==> src/rtl/psm_pkg.sv <==
// shared constants and types of the power saving mode controller
package psm_pkg;

    // ----------------------------------------
    // register map
    // ----------------------------------------
    localparam int ADDR_W = 3;
    localparam int DATA_W = 8;
    localparam logic [2:0] ADDR_CKCTL = 3'h0;
    localparam logic [2:0] ADDR_WDCMP = 3'h1;
    localparam logic [2:0] ADDR_STAT = 3'h2;
    localparam logic [2:0] ADDR_BITCNT = 3'h3;

    // ----------------------------------------
    // field positions
    // ----------------------------------------
    localparam int CK_WAKE_BIT = 6;
    localparam int CK_RCWD_BIT = 5;
    localparam int CK_WDRST_BIT = 4;
    localparam int CK_PSEL_HI = 2;
    localparam int WD_CLR_BIT = 7;
    localparam int WD_CMP_HI = 6;
    localparam int STAT_FLAG_BIT = 0;
    localparam int STAT_STATE_LO = 1;

    // ----------------------------------------
    // reset values and counts
    // ----------------------------------------
    localparam logic [7:0] CKCTL_RST = 8'h00;
    localparam logic [7:0] WDCMP_RST = 8'h7F;
    localparam int PRESC_W = 11;
    localparam int PSEL_BASE = 4;
    localparam logic [7:0] BIT_MAX = 8'hFF;
    localparam logic [7:0] BIT_START = 8'h00;
    localparam logic [6:0] WD_START = 7'h00;

    // ----------------------------------------
    // controller states
    // ----------------------------------------
    typedef enum logic [2:0] {
        PSM_RUN,
        PSM_STOP,
        PSM_WAKE_TMR,
        PSM_RC_WATCHDOG,
        PSM_STABILISE
    } psm_state_t;

endpackage : psm_pkg

==> src/rtl/psm_in_sync.sv <==
// two-flop synchroniser with rising edge pulse for pin inputs
`timescale 1ns/1ps
`default_nettype none
module psm_in_sync #(
    parameter int W = 3
) (
    // clock and reset
    input wire logic clk_sys,
    input wire logic rstn,
    // pins
    input wire logic [W-1:0] pin_in,
    // synchronised outputs
    output logic [W-1:0] level,
    output logic [W-1:0] rise
);

    typedef struct packed {
        logic [W-1:0] s1;
        logic [W-1:0] s2;
        logic [W-1:0] s3;
    } psm_sync_t;

    psm_sync_t s_r;
    psm_sync_t s_nxt;

    always_comb begin
        s_nxt = s_r;
        s_nxt.s1 = pin_in;
        s_nxt.s2 = s_r.s1;
        s_nxt.s3 = s_r.s2;
    end

    always_ff @(posedge clk_sys or negedge rstn) begin
        if (!rstn) begin
            s_r <= '0;
        end else begin
            s_r <= s_nxt;
        end
    end

    // edge logic reads only the second and third stages
    assign level = s_r.s2;
    assign rise = s_r.s2 & ~s_r.s3;

endmodule : psm_in_sync
`default_nettype wire

==> src/rtl/psm_ctrl.sv <==
// power saving mode controller: mode entry, wake-up and stabilisation
// Summary of operation
// - stop instruction enters mode by select bits: 00 stop, 1X wake timer, 01 RC watchdog.
// - a pending interrupt flag at stop makes the core carry on running.
// - stop mode halts oscillator and clocked functions, keeps RAM, registers, ports.
// - program counter holds the address after stop during low power.
// - stop mode ends only by reset or either external interrupt.
// - wake-up vectors when master enable set, else resumes after stop.
// - external wake from stop restarts interval timer at zero, resumes on overflow.
// - wake timer mode keeps oscillator, divide-by-2048 prescaler and first timer.
// - wake timer mode ends by reset, first timer overflow or external interrupt.
// - wake timer exit by interrupt or overflow resumes with no wait.
// - RC watchdog mode stops main oscillator, runs RC oscillator, holds state.
// - RC watchdog mode ends by reset, interrupt or watchdog; interrupt exit stabilises.
// - watchdog wake with interrupts on: reset select 1 resets, else irq routine.
// - watchdog flag raised when 7-bit counter equals low compare bits.
//
// The implementer's own choices: the address map and the strobed register port.
`timescale 1ns/1ps
`default_nettype none
module psm_ctrl (
    // clock and reset
    input wire logic clk_sys,
    input wire logic rstn,
    // register port
    input wire logic [psm_pkg::ADDR_W-1:0] reg_addr,
    input wire logic [psm_pkg::DATA_W-1:0] reg_wdata,
    input wire logic reg_wr,
    input wire logic reg_rd,
    output logic [psm_pkg::DATA_W-1:0] reg_rdata,
    // core and interrupt logic
    input wire logic stop_exec,
    input wire logic irq_pending,
    input wire logic int_master_en,
    input wire logic watchdog_irq_enable,
    input wire logic first_timer_ovf,
    // pins
    input wire logic ext_irq_zero,
    input wire logic ext_irq_one,
    input wire logic rc_osc_clk,
    // clock gating and status
    output logic main_osc_run,
    output logic rc_osc_run,
    output logic cpu_clk_en,
    output logic prescaler_en,
    output logic first_timer_en,
    output logic presc_2048_tick,
    output logic pc_hold,
    // wake-up results
    output logic take_vector,
    output logic resume_next,
    output logic wdt_irq_req,
    output logic int_reset_req
);

    // ----------------------------------------
    // state
    // ----------------------------------------
    typedef struct packed {
        psm_pkg::psm_state_t state;
        logic [7:0] ckctl;
        logic [7:0] wdcmp;
        logic [psm_pkg::PRESC_W-1:0] presc;
        logic [7:0] bit_cnt;
        logic [6:0] wd_cnt;
        logic wd_flag;
        logic wd_wake;
        logic [7:0] rdata;
        logic vec;
        logic resume;
        logic wd_irq;
        logic rst_req;
    } psm_ctrl_t;

    psm_ctrl_t s_r;
    psm_ctrl_t s_nxt;

    logic [2:0] pin_level;
    logic [2:0] pin_rise;
    logic ext_edge;
    logic rc_tick;
    logic presc_tick;
    logic bit_tick;
    logic bit_ovf;
    logic wd_match;
    logic stop_taken;

    // ----------------------------------------
    // pin synchronisation
    // ----------------------------------------
    psm_in_sync #(
        .W(3)
    ) u_sync (
        .clk_sys(clk_sys),
        .rstn(rstn),
        .pin_in({rc_osc_clk, ext_irq_one, ext_irq_zero}),
        .level(pin_level),
        .rise(pin_rise)
    );

    // ----------------------------------------
    // helpers
    // ----------------------------------------
    // true when the low (sel+base) prescaler bits are all ones
    function automatic logic psm_div_tick(input logic [psm_pkg::PRESC_W-1:0] cnt, input logic [2:0] sel);
        logic [psm_pkg::PRESC_W-1:0] mask;
        mask = ~({psm_pkg::PRESC_W{1'b1}} << (sel + psm_pkg::PSEL_BASE));
        return &(cnt | ~mask);
    endfunction : psm_div_tick

    function automatic logic psm_is_run(input psm_pkg::psm_state_t st);
        return st == psm_pkg::PSM_RUN;
    endfunction : psm_is_run

    // edges seen on the free-running sampler regardless of core clock
    assign ext_edge = pin_rise[0] | pin_rise[1];
    assign rc_tick = pin_rise[2];
    assign presc_tick = prescaler_en & psm_div_tick(s_r.presc, s_r.ckctl[psm_pkg::CK_PSEL_HI:0]);
    assign presc_2048_tick = prescaler_en & (&s_r.presc);
    // interval timer runs from the RC clock in RC watchdog mode, else from the prescaler tick
    assign bit_tick = (s_r.state == psm_pkg::PSM_RC_WATCHDOG) ? rc_tick : presc_tick;
    assign bit_ovf = bit_tick & (s_r.bit_cnt == psm_pkg::BIT_MAX);
    assign wd_match = s_r.wd_cnt == s_r.wdcmp[psm_pkg::WD_CMP_HI:0];
    assign stop_taken = psm_is_run(s_r.state) & stop_exec & ~irq_pending;

    // ----------------------------------------
    // next state
    // ----------------------------------------
    always_comb begin
        s_nxt = s_r;
        s_nxt.vec = 1'b0;
        s_nxt.resume = 1'b0;
        s_nxt.wd_irq = 1'b0;
        s_nxt.rst_req = 1'b0;
        s_nxt.rdata = '0;

        // prescaler and interval timer
        if (prescaler_en) begin
            s_nxt.presc = s_r.presc + 1'b1;
        end
        if (bit_tick) begin
            s_nxt.bit_cnt = s_r.bit_cnt + 1'b1;
        end

        // watchdog counter clocked by interval timer overflow
        if (bit_ovf && s_r.state != psm_pkg::PSM_STABILISE) begin
            s_nxt.wd_cnt = wd_match ? psm_pkg::WD_START : s_r.wd_cnt + 1'b1;
        end
        // register writes; whole-byte only
        if (reg_wr) begin
            case (reg_addr)
                psm_pkg::ADDR_CKCTL: begin
                    s_nxt.ckctl = reg_wdata;
                end
                psm_pkg::ADDR_WDCMP: begin
                    s_nxt.wdcmp = reg_wdata & ~(8'h01 << psm_pkg::WD_CLR_BIT);
                    if (reg_wdata[psm_pkg::WD_CLR_BIT]) begin
                        s_nxt.wd_cnt = psm_pkg::WD_START;
                    end
                end
                psm_pkg::ADDR_STAT: begin
                    // write one clears
                    if (reg_wdata[psm_pkg::STAT_FLAG_BIT]) begin
                        s_nxt.wd_flag = 1'b0;
                    end
                end
                default: begin
                end
            endcase
        end
        // set after the clear, so a same-cycle set wins
        if (bit_ovf && wd_match && s_r.state != psm_pkg::PSM_STABILISE) begin
            s_nxt.wd_flag = 1'b1;
        end

        // register reads, data in the following cycle
        if (reg_rd) begin
            case (reg_addr)
                psm_pkg::ADDR_CKCTL: s_nxt.rdata = s_r.ckctl;
                psm_pkg::ADDR_WDCMP: s_nxt.rdata = s_r.wdcmp;
                psm_pkg::ADDR_STAT: s_nxt.rdata = {4'h0, s_r.state, s_r.wd_flag};
                psm_pkg::ADDR_BITCNT: s_nxt.rdata = s_r.bit_cnt;
                default: s_nxt.rdata = '0;
            endcase
        end

        // mode sequencing
        case (s_r.state)
            psm_pkg::PSM_RUN: begin
                if (stop_taken) begin
                    if (s_r.ckctl[psm_pkg::CK_WAKE_BIT]) begin
                        s_nxt.state = psm_pkg::PSM_WAKE_TMR;
                        s_nxt.presc = '0;
                    end else if (s_r.ckctl[psm_pkg::CK_RCWD_BIT]) begin
                        s_nxt.state = psm_pkg::PSM_RC_WATCHDOG;
                    end else begin
                        s_nxt.state = psm_pkg::PSM_STOP;
                    end
                end
            end
            psm_pkg::PSM_STOP: begin
                if (ext_edge) begin
                    s_nxt.state = psm_pkg::PSM_STABILISE;
                    s_nxt.bit_cnt = psm_pkg::BIT_START;
                    s_nxt.presc = '0;
                    s_nxt.wd_wake = 1'b0;
                end
            end
            psm_pkg::PSM_WAKE_TMR: begin
                if (ext_edge || first_timer_ovf) begin
                    s_nxt.state = psm_pkg::PSM_RUN;
                    s_nxt.vec = int_master_en;
                    s_nxt.resume = ~int_master_en;
                end
            end
            psm_pkg::PSM_RC_WATCHDOG: begin
                if (s_r.wd_flag && int_master_en && s_r.ckctl[psm_pkg::CK_WDRST_BIT]) begin
                    s_nxt.state = psm_pkg::PSM_RUN;
                    s_nxt.rst_req = 1'b1;
                end else if (ext_edge || s_r.wd_flag) begin
                    s_nxt.state = psm_pkg::PSM_STABILISE;
                    s_nxt.bit_cnt = psm_pkg::BIT_START;
                    s_nxt.presc = '0;
                    s_nxt.wd_wake = ~ext_edge;
                end
            end
            psm_pkg::PSM_STABILISE: begin
                if (bit_ovf) begin
                    s_nxt.state = psm_pkg::PSM_RUN;
                    if (int_master_en && s_r.wd_wake) begin
                        s_nxt.wd_irq = watchdog_irq_enable;
                        s_nxt.vec = watchdog_irq_enable;
                        s_nxt.resume = ~watchdog_irq_enable;
                    end else begin
                        s_nxt.vec = int_master_en;
                        s_nxt.resume = ~int_master_en;
                    end
                end
            end
            default: begin
                s_nxt.state = psm_pkg::PSM_RUN;
            end
        endcase
    end

    always_ff @(posedge clk_sys or negedge rstn) begin
        if (!rstn) begin
            s_r.state <= psm_pkg::PSM_RUN;
            s_r.ckctl <= psm_pkg::CKCTL_RST;
            s_r.wdcmp <= psm_pkg::WDCMP_RST;
            s_r.presc <= '0;
            s_r.bit_cnt <= psm_pkg::BIT_START;
            s_r.wd_cnt <= psm_pkg::WD_START;
            s_r.wd_flag <= 1'b0;
            s_r.wd_wake <= 1'b0;
            s_r.rdata <= '0;
            s_r.vec <= 1'b0;
            s_r.resume <= 1'b0;
            s_r.wd_irq <= 1'b0;
            s_r.rst_req <= 1'b0;
        end else begin
            s_r <= s_nxt;
        end
    end

    // ----------------------------------------
    // outputs
    // ----------------------------------------
    // oscillator off in stop and RC modes; RC oscillator only in RC mode
    assign main_osc_run = s_r.state != psm_pkg::PSM_STOP && s_r.state != psm_pkg::PSM_RC_WATCHDOG;
    assign rc_osc_run = s_r.state == psm_pkg::PSM_RC_WATCHDOG;
    assign cpu_clk_en = psm_is_run(s_r.state);
    // prescaler and first timer alive in wake timer mode
    assign prescaler_en = psm_is_run(s_r.state) || s_r.state == psm_pkg::PSM_WAKE_TMR
        || s_r.state == psm_pkg::PSM_STABILISE;
    assign first_timer_en = psm_is_run(s_r.state) || s_r.state == psm_pkg::PSM_WAKE_TMR;
    assign pc_hold = ~psm_is_run(s_r.state);
    assign take_vector = s_r.vec;
    assign resume_next = s_r.resume;
    assign wdt_irq_req = s_r.wd_irq;
    assign int_reset_req = s_r.rst_req;
    assign reg_rdata = s_r.rdata;
endmodule : psm_ctrl
`default_nettype wire

==> config.mk <==
export PLATFORM = sky130hd
export DESIGN_NAME = psm_ctrl
export DESIGN_NICKNAME = d
export VERILOG_FILES = /design/src/rtl/psm_pkg.sv /design/src/rtl/psm_in_sync.sv /design/src/rtl/psm_ctrl.sv
export SDC_FILE = /design/constraint.sdc
export NUM_CORES = 1
export LEC_CHECK = 0
export ABC_AREA = 0
export BUFFER_PORTS_ARGS = -buffer_cell sky130_fd_sc_hd__buf_4
export CAP_MARGIN = 10
export CORE_MARGIN = 2
export CORE_UTILIZATION = 58
export DETAILED_ROUTE_END_ITERATION = 12
export PLACE_DENSITY = 0.8
export SYNTH_ARGS = -nofsm -noshare
export SYNTH_HDL_FRONTEND = slang
export SYNTH_SLANG_ARGS = --single-unit
==> constraint.sdc <==
create_clock -name clk_sys -period 3 [get_ports clk_sys]
set_clock_uncertainty 0.15 [all_clocks]
set_input_delay 0 -clock clk_sys [delete_from_list [all_inputs] [get_ports clk_sys]]
set_output_delay 0 -clock clk_sys [all_outputs]
set_load 0.005 [all_outputs]
==> results of run 1 <==
[final cells by class]
cell class / instances / area, um^2
Multi-Input combinational cell: 213 / 1480
Tap cell: 72 / 90.1
Sequential cell: 67 / 1690
Clock buffer: 15 / 176
Timing Repair Buffer: 64 / 538
Inverter: 14 / 52.6
Clock inverter: 1 / 30.0
Fill cell: 388 / 1490
[layer usage]
metal | vias up | GRT usage, % | wire, um
li1 | 1213 | - | -
met5 | - | 0 | 0
met4 | 0 | 12.0 | 172
met2 | 85 | 38.6 | 3460
met1 | 1243 | 35.7 | 3270
met3 | 13 | 5.77 | 404
[path summary, 6_finish.rpt]
kind | end | cells after the start
max | s_r[18] | 6
max in group asynchronous | s_r[15] | 2
min in group clk_sys | u_sync.s_nxt[5] | 2
min | s_r[32] | 2
max reg2reg | s_r[18] | 6
min reg2reg | u_sync.level[0] | 0
[critical path, delay by kind of cell (launching register included)]
kind | cells | cell delay (ns)
AO/OA/AOI/OAI | 5 | 1.70
flip-flops | 1 | 0.48
AND/OR/NAND/NOR | 1 | 0.36
[flip-flops by register name (all words and copies together), names as in the netlist]
name and cells:
wdt_irq_req 1, reg_rdata 8, resume_next 1, int_reset_req 1
s_r 46, u_sync.s_r 3, take_vector 1, u_sync.level 3
u_sync.s_nxt 3
[power by group]
group	internal (W)	leakage (nW)	total (W)	switching (W)
registers	0.00105	0.854	0.00121	0.000157
logic	0.000293	0.910	0.000570	0.000277
clock network	0.000454	0.104	0.000771	0.000317
total	0.00180	1.87	0.00255	0.000751
[kinds of logic after synthesis]
group                      after synthesis
muxes                                   27
buffers and inverters                   35
adders and majority gates                3
xor gates and xnor gates                18
and+or+nand+nor                        109
DFF                                     67
AOI/OAI and AO/OA                       56
[synthesized netlist by cell type (9+ instances only)]
library cell,count
a21oi_1,10
a31oi_1,9
and3_1,9
buf_4,9
dfrtp_1,60
inv_1,14
mux2_2,13
mux2i_1,13
nand2_1,21
nand3_1,10
nor2_1,33
xnor2_1,9
xor2_1,9
[through the flow]
step / hold WS, ns / utilization (%)
floorplan: -0.446 / -
global placement: -0.0397 / 65.2
detailed placement: -0.0395 / 65.2
CTS: 0.147 / 73.1
global route: 0.147 / 73.1
finish: 0.162 / 73.1
[what timing repair did]
| item | in CTS | in global routing |
|---|---|---|
| endpoints found under the hold margin | 101 | 0 |
| hold buffers | 23 | 0 |
| resized for setup | 0 | 1 |
| setup endpoints to repair | 0 | 1 |
==> impl_metrics.yaml, run 1 <==
cells_and_area:
  final_cell_mix: "60 x dfrtp_1, 41 x buf_4, 33 x nor2_1"
  stdcell_area_mm2: 0.00405
  nets: 395
  finalNonFillerCells: 446
  layout_commonest_cell: "dfrtp_1"
  antenna_cells: 0
  syn_to_final_growth_pct: 21.1
  drive_above_1_share_pct: 22.2
logic_synthesis:
  netlist.area_leader.share_pct: 44.9
  yosys.area_share.simple_pct: 16.8
  avgSynthCellArea_um2: 10.6
  yosys-mux-area-fraction_pct: 8.93
  ys_seq_area_share_pct: 50.4
  synth_top_flop_cell: "dfrtp_1"
  syn_inst: 315
  synthArstFlopShare_pct: 100
  syn-num-nets: 341
  ys_warn_count: 0
  synth_area_leaders: "dfrtp_1 45%, dfstp_2 5.5%, mux2_2 4.4%, mux2i_1 3.9%, nor2_1 3.7%"
  ys_ff_latch: 67
  synth_xor_area_share_pct: 4.71
  synth_top_cell_by_area: "dfrtp_1"
  synth_compound_area_share_pct: 12.5
  ys_types: 54
  synth_top_family_by_area: "simple AND/OR/NAND/NOR gates"
  synth_edf_count: 0
  netlist_area_mm2: 0.00335
  synthAdderAreaFrac_pct: 1.12
setup_path:
  reg2reg_slack_ns: 0.22
  startpoint_type: "flip-flop"
  required_ns: 3.09
  reg2reg_from: "s_r[57]"
  arrival_ns: 2.87
  critPathKind: "flip-flop to flip-flop"
  worstPathMaxFanout: 13
  slowest_delay_ns: 0.79
  critPathSlowestCell: "o41ai_4"
  cp_cell_sequence: "a21oi_4 -> and4_1 -> o2111ai_4 -> o41ai_4 -> a31oi_1 -> a311oi_1"
  startpoint: "s_r[57]"
  end_kind: "flip-flop"
cts:
  clock-sinks: 67
  insertion_delay_ns: 0.33
  htreeDepth: 3
  postCtsSetupBuffers: 0
  cts.clk_slew.worst_paths_ns: 0.07
  cts-root-buf: "clkbuf_8"
  numCtsBuffers: 9
  cts_buffer_depth: 2
  cts_tree: "done"
global_route:
  grt.overflow.total: 0
  grt_pass1_vias: 2509
  grt_antenna_before_repair: 0
  grt_max_degree: 68
  grt_first_pass_wirelength_mm: 12.4
  grt_usage_pct: 25.8
worst_hold_path:
  hold_path_class: "primary input to async pin"
route:
  drt-total-wl_mm: 7.31
  dr.pass1.iters: 4
  drc: 0
  vias: 2554
  wl_per_cell_um: 16.4
  ant_nets: 0
  viasPerCell: 5.73
  drt-initial-drc-count: 257
timing:
  maxSlewHeadroom_pct: 42.8
  setup_viol: 0
  finalCriticalPeriod_ns: 2.78
  tns_ns: 0
  rsz0062_at_grt: "false"
  drv_slew: 0
  tightest_slew_ns: 0.854
  min_period_over_period_pct: 92.8
  setup_ws_ns: 0.215
  hold_viol_final: 0
  fmax_ghz: 0.359
pwr:
  leakage_nw: 1.87
  cellPowerDensity_mw_per_mm2: 628
  finalPower_w: 0.00255
  vdd_drop_max_v: 0.000472
place:
  dp.cells: 407
  portBuffers: 41
  gp_congestion: 0.897
  dp_hpwl_mm: 4.88
  placed_cell_area_mm2: 0.00361
  place_ws_ns: 0.187
floorplan:
  design.die.area_mm2: 0.00639
  fp.dieH_um: 80.0
  initial_utilization_pct: 60.4
  top_level_ports: 42
  coreArea_mm2: 0.00554
  rows: 27
  dieWidth_um: 80.0
status:
  outcome: "finished, final reports clean"
job:
  max_cap_viol_count: 0
(Power assumes the default switching activity.)
==> inputs of run 2 (changes only) <==
--- a/config.mk
+++ b/config.mk
@@ -12,6 +12,7 @@
 export CORE_UTILIZATION = 58
 export DETAILED_ROUTE_END_ITERATION = 12
 export PLACE_DENSITY = 0.8
+export RECOVER_POWER = 50
 export SYNTH_ARGS = -nofsm -noshare
 export SYNTH_HDL_FRONTEND = slang
 export SYNTH_SLANG_ARGS = --single-unit
==> run 2 against run 1 <==
The flow now finishes with violations (capacitance limit, slew limit). Final cell count stayed put. First-iteration DRC count is 4.7% lower. Non-clock buffer count stayed put. Global-route usage stayed put. Sequential cell count stayed put. Combinational power hardly changed. Critical endpoint unchanged. Total power is 0.15% lower. Via count is 0.82% higher. Final area is 0.43% lower. Register-to-register slack hardly changed. Utilization is 0.32 points lower.
==> impl_metrics.yaml, run 2 (same netlist as run 1, synthesis figures left out) <==
pwr:
  vdd_drop_max_v: 0.000473
  finalPower_w: 0.00254
  cellPowerDensity_mw_per_mm2: 630
  leakage_nw: 1.85
timing:
  maxSlewHeadroom_pct: -7.53
  rsz0062_at_grt: "false"
  setup_viol: 0
  finalCriticalPeriod_ns: 2.79
  min_period_over_period_pct: 93.1
  tightest_slew_ns: 1.61
  hold_viol_final: 0
  fmax_ghz: 0.358
  tns_ns: 0
  drv_slew: 68
  setup_ws_ns: 0.208
floorplan:
  dieWidth_um: 80.0
  top_level_ports: 42
  rows: 27
  coreArea_mm2: 0.00554
  design.die.area_mm2: 0.00639
  initial_utilization_pct: 60.4
  fp.dieH_um: 80.0
place:
  place_ws_ns: 0.187
  dp_hpwl_mm: 4.88
  gp_congestion: 0.897
  portBuffers: 41
cells_and_area:
  nets: 395
  fillers: 386
  drive_above_1_share_pct: 21.1
  syn_to_final_growth_pct: 20.6
  antenna_cells: 0
  largest_reg_flops: 46
  layout_commonest_cell: "dfrtp_1"
  final_cell_mix: "60 x dfrtp_1, 33 x nor2_1, 24 x buf_4"
  largest_register: "s_r"
setup_path:
  arrival_ns: 2.88
  required_ns: 3.09
  worstPathMaxFanout: 13
  end_kind: "flip-flop"
  startpoint_type: "flip-flop"
  critPathKind: "flip-flop to flip-flop"
global_route:
  grt_usage_pct: 25.8
  grt_pass1_vias: 2509
  grt_first_pass_wirelength_mm: 12.4
  grt.overflow.total: 0
  grt_max_degree: 68
  grt_antenna_before_repair: 0
job:
  max_cap_viol_count: 1
cts:
  numCtsBuffers: 9
  cts-root-buf: "clkbuf_8"
  postCtsSetupBuffers: 0
  clock-sinks: 67
  cts_tree: "done"
  htreeDepth: 3
  insertion_delay_ns: 0.33
  cts_buffer_depth: 2
  cts.clk_slew.worst_paths_ns: 0.07
route:
  dr.pass1.iters: 4
  ant_nets: 0
  viasPerCell: 5.77
  drc: 0
  drt-total-wl_mm: 7.29
  drt-initial-drc-count: 245
  wl_per_cell_um: 16.3
  vias: 2575
status:
  violations: "capacitance limit, slew limit"
  outcome: "finished, violations left"
worst_hold_path:
  hold_path_class: "primary input to flip-flop"
-- run 2: cell count changes in the layout (fill, tap and decap cells not counted) --
| cell | before | now |
|---|---|---|
| clkbuf_1 | 3 | 7 |
| clkbuf_4 | 0 | 12 |
| buf_4 | 41 | 24 |
| clkbuf_2 | 0 | 1 |
-- run 2: area by class of cell --
class / count / area, um^2 / area share, %
Clock buffer: 15 / 176 / 4.37
Clock inverter: 1 / 30.0 / 0.744
Inverter: 14 / 52.6 / 1.30
Multi-Input combinational cell: 213 / 1480 / 36.7
Sequential cell: 67 / 1690 / 41.8
Tap cell: 72 / 90.1 / 2.23
Timing Repair Buffer: 64 / 520 / 12.9
-- run 2: path summary, 6_finish.rpt --
path	start	endpoint	slack, ns	depth (start not counted)
worst min register to register	u_sync.s_nxt[3]	u_sync.level[0]	0.20	0
max in group asynchronous	rstn	reg_rdata[6]	1.27	2
worst min-delay path	rc_osc_clk	u_sync.s_nxt[5]	0.18	2
min in group asynchronous	rstn	s_r[32]	0.47	2
worst max-delay path	s_r[57]	s_r[18]	0.21	6
worst max register to register	s_r[57]	s_r[18]	0.21	6
-- run 2: metal layers --
layer / GRT usage, % / up-vias / part of all wire [%]
met5: 0 / - / 0
met4: 12.0 / 0 / 2.0
li1: - / 1214 / -
met2: 38.6 / 101 / 47
met1: 35.7 / 1249 / 44
met3: 5.77 / 11 / 6.3
-- run 2: through the flow --
stage / cell area, um^2 / hold WS, ns / cells / utilization, %
2_1_floorplan: 3350 / -0.446 / 315 / -
3_3_place_gp: 3610 / -0.0397 / 407 / 65.2
3_5_place_dp: 3610 / -0.0395 / 407 / 65.2
4_1_cts: 4050 / 0.147 / 446 / 73.1
5_1_grt: 4040 / 0.165 / 446 / 72.8
6_report: 4040 / 0.182 / 446 / 72.8
-- run 2: critical path: stages, from the launching register on --
cell and delay [ns]:
dfrtp_1 0.48, a21oi_4 0.26, and4_1 0.36, o2111ai_4 0.20, o41ai_4 0.79, a31oi_1 0.18
a311oi_1 0.27
-- run 2: power by group --
group | leakage [nW] | internal [W] | total, W | switching, W
logic | 0.888 | 0.000290 | 0.000567 | 0.000277
registers | 0.854 | 0.00105 | 0.00120 | 0.000156
clock network | 0.104 | 0.000454 | 0.000771 | 0.000317
-- run 2: repair_timing --
item / in CTS / in global routing
setup endpoints to repair: 0 / 1
hold buffers: 23 / 0
resized for setup: 0 / 1
endpoints found under the hold margin: 101 / 0
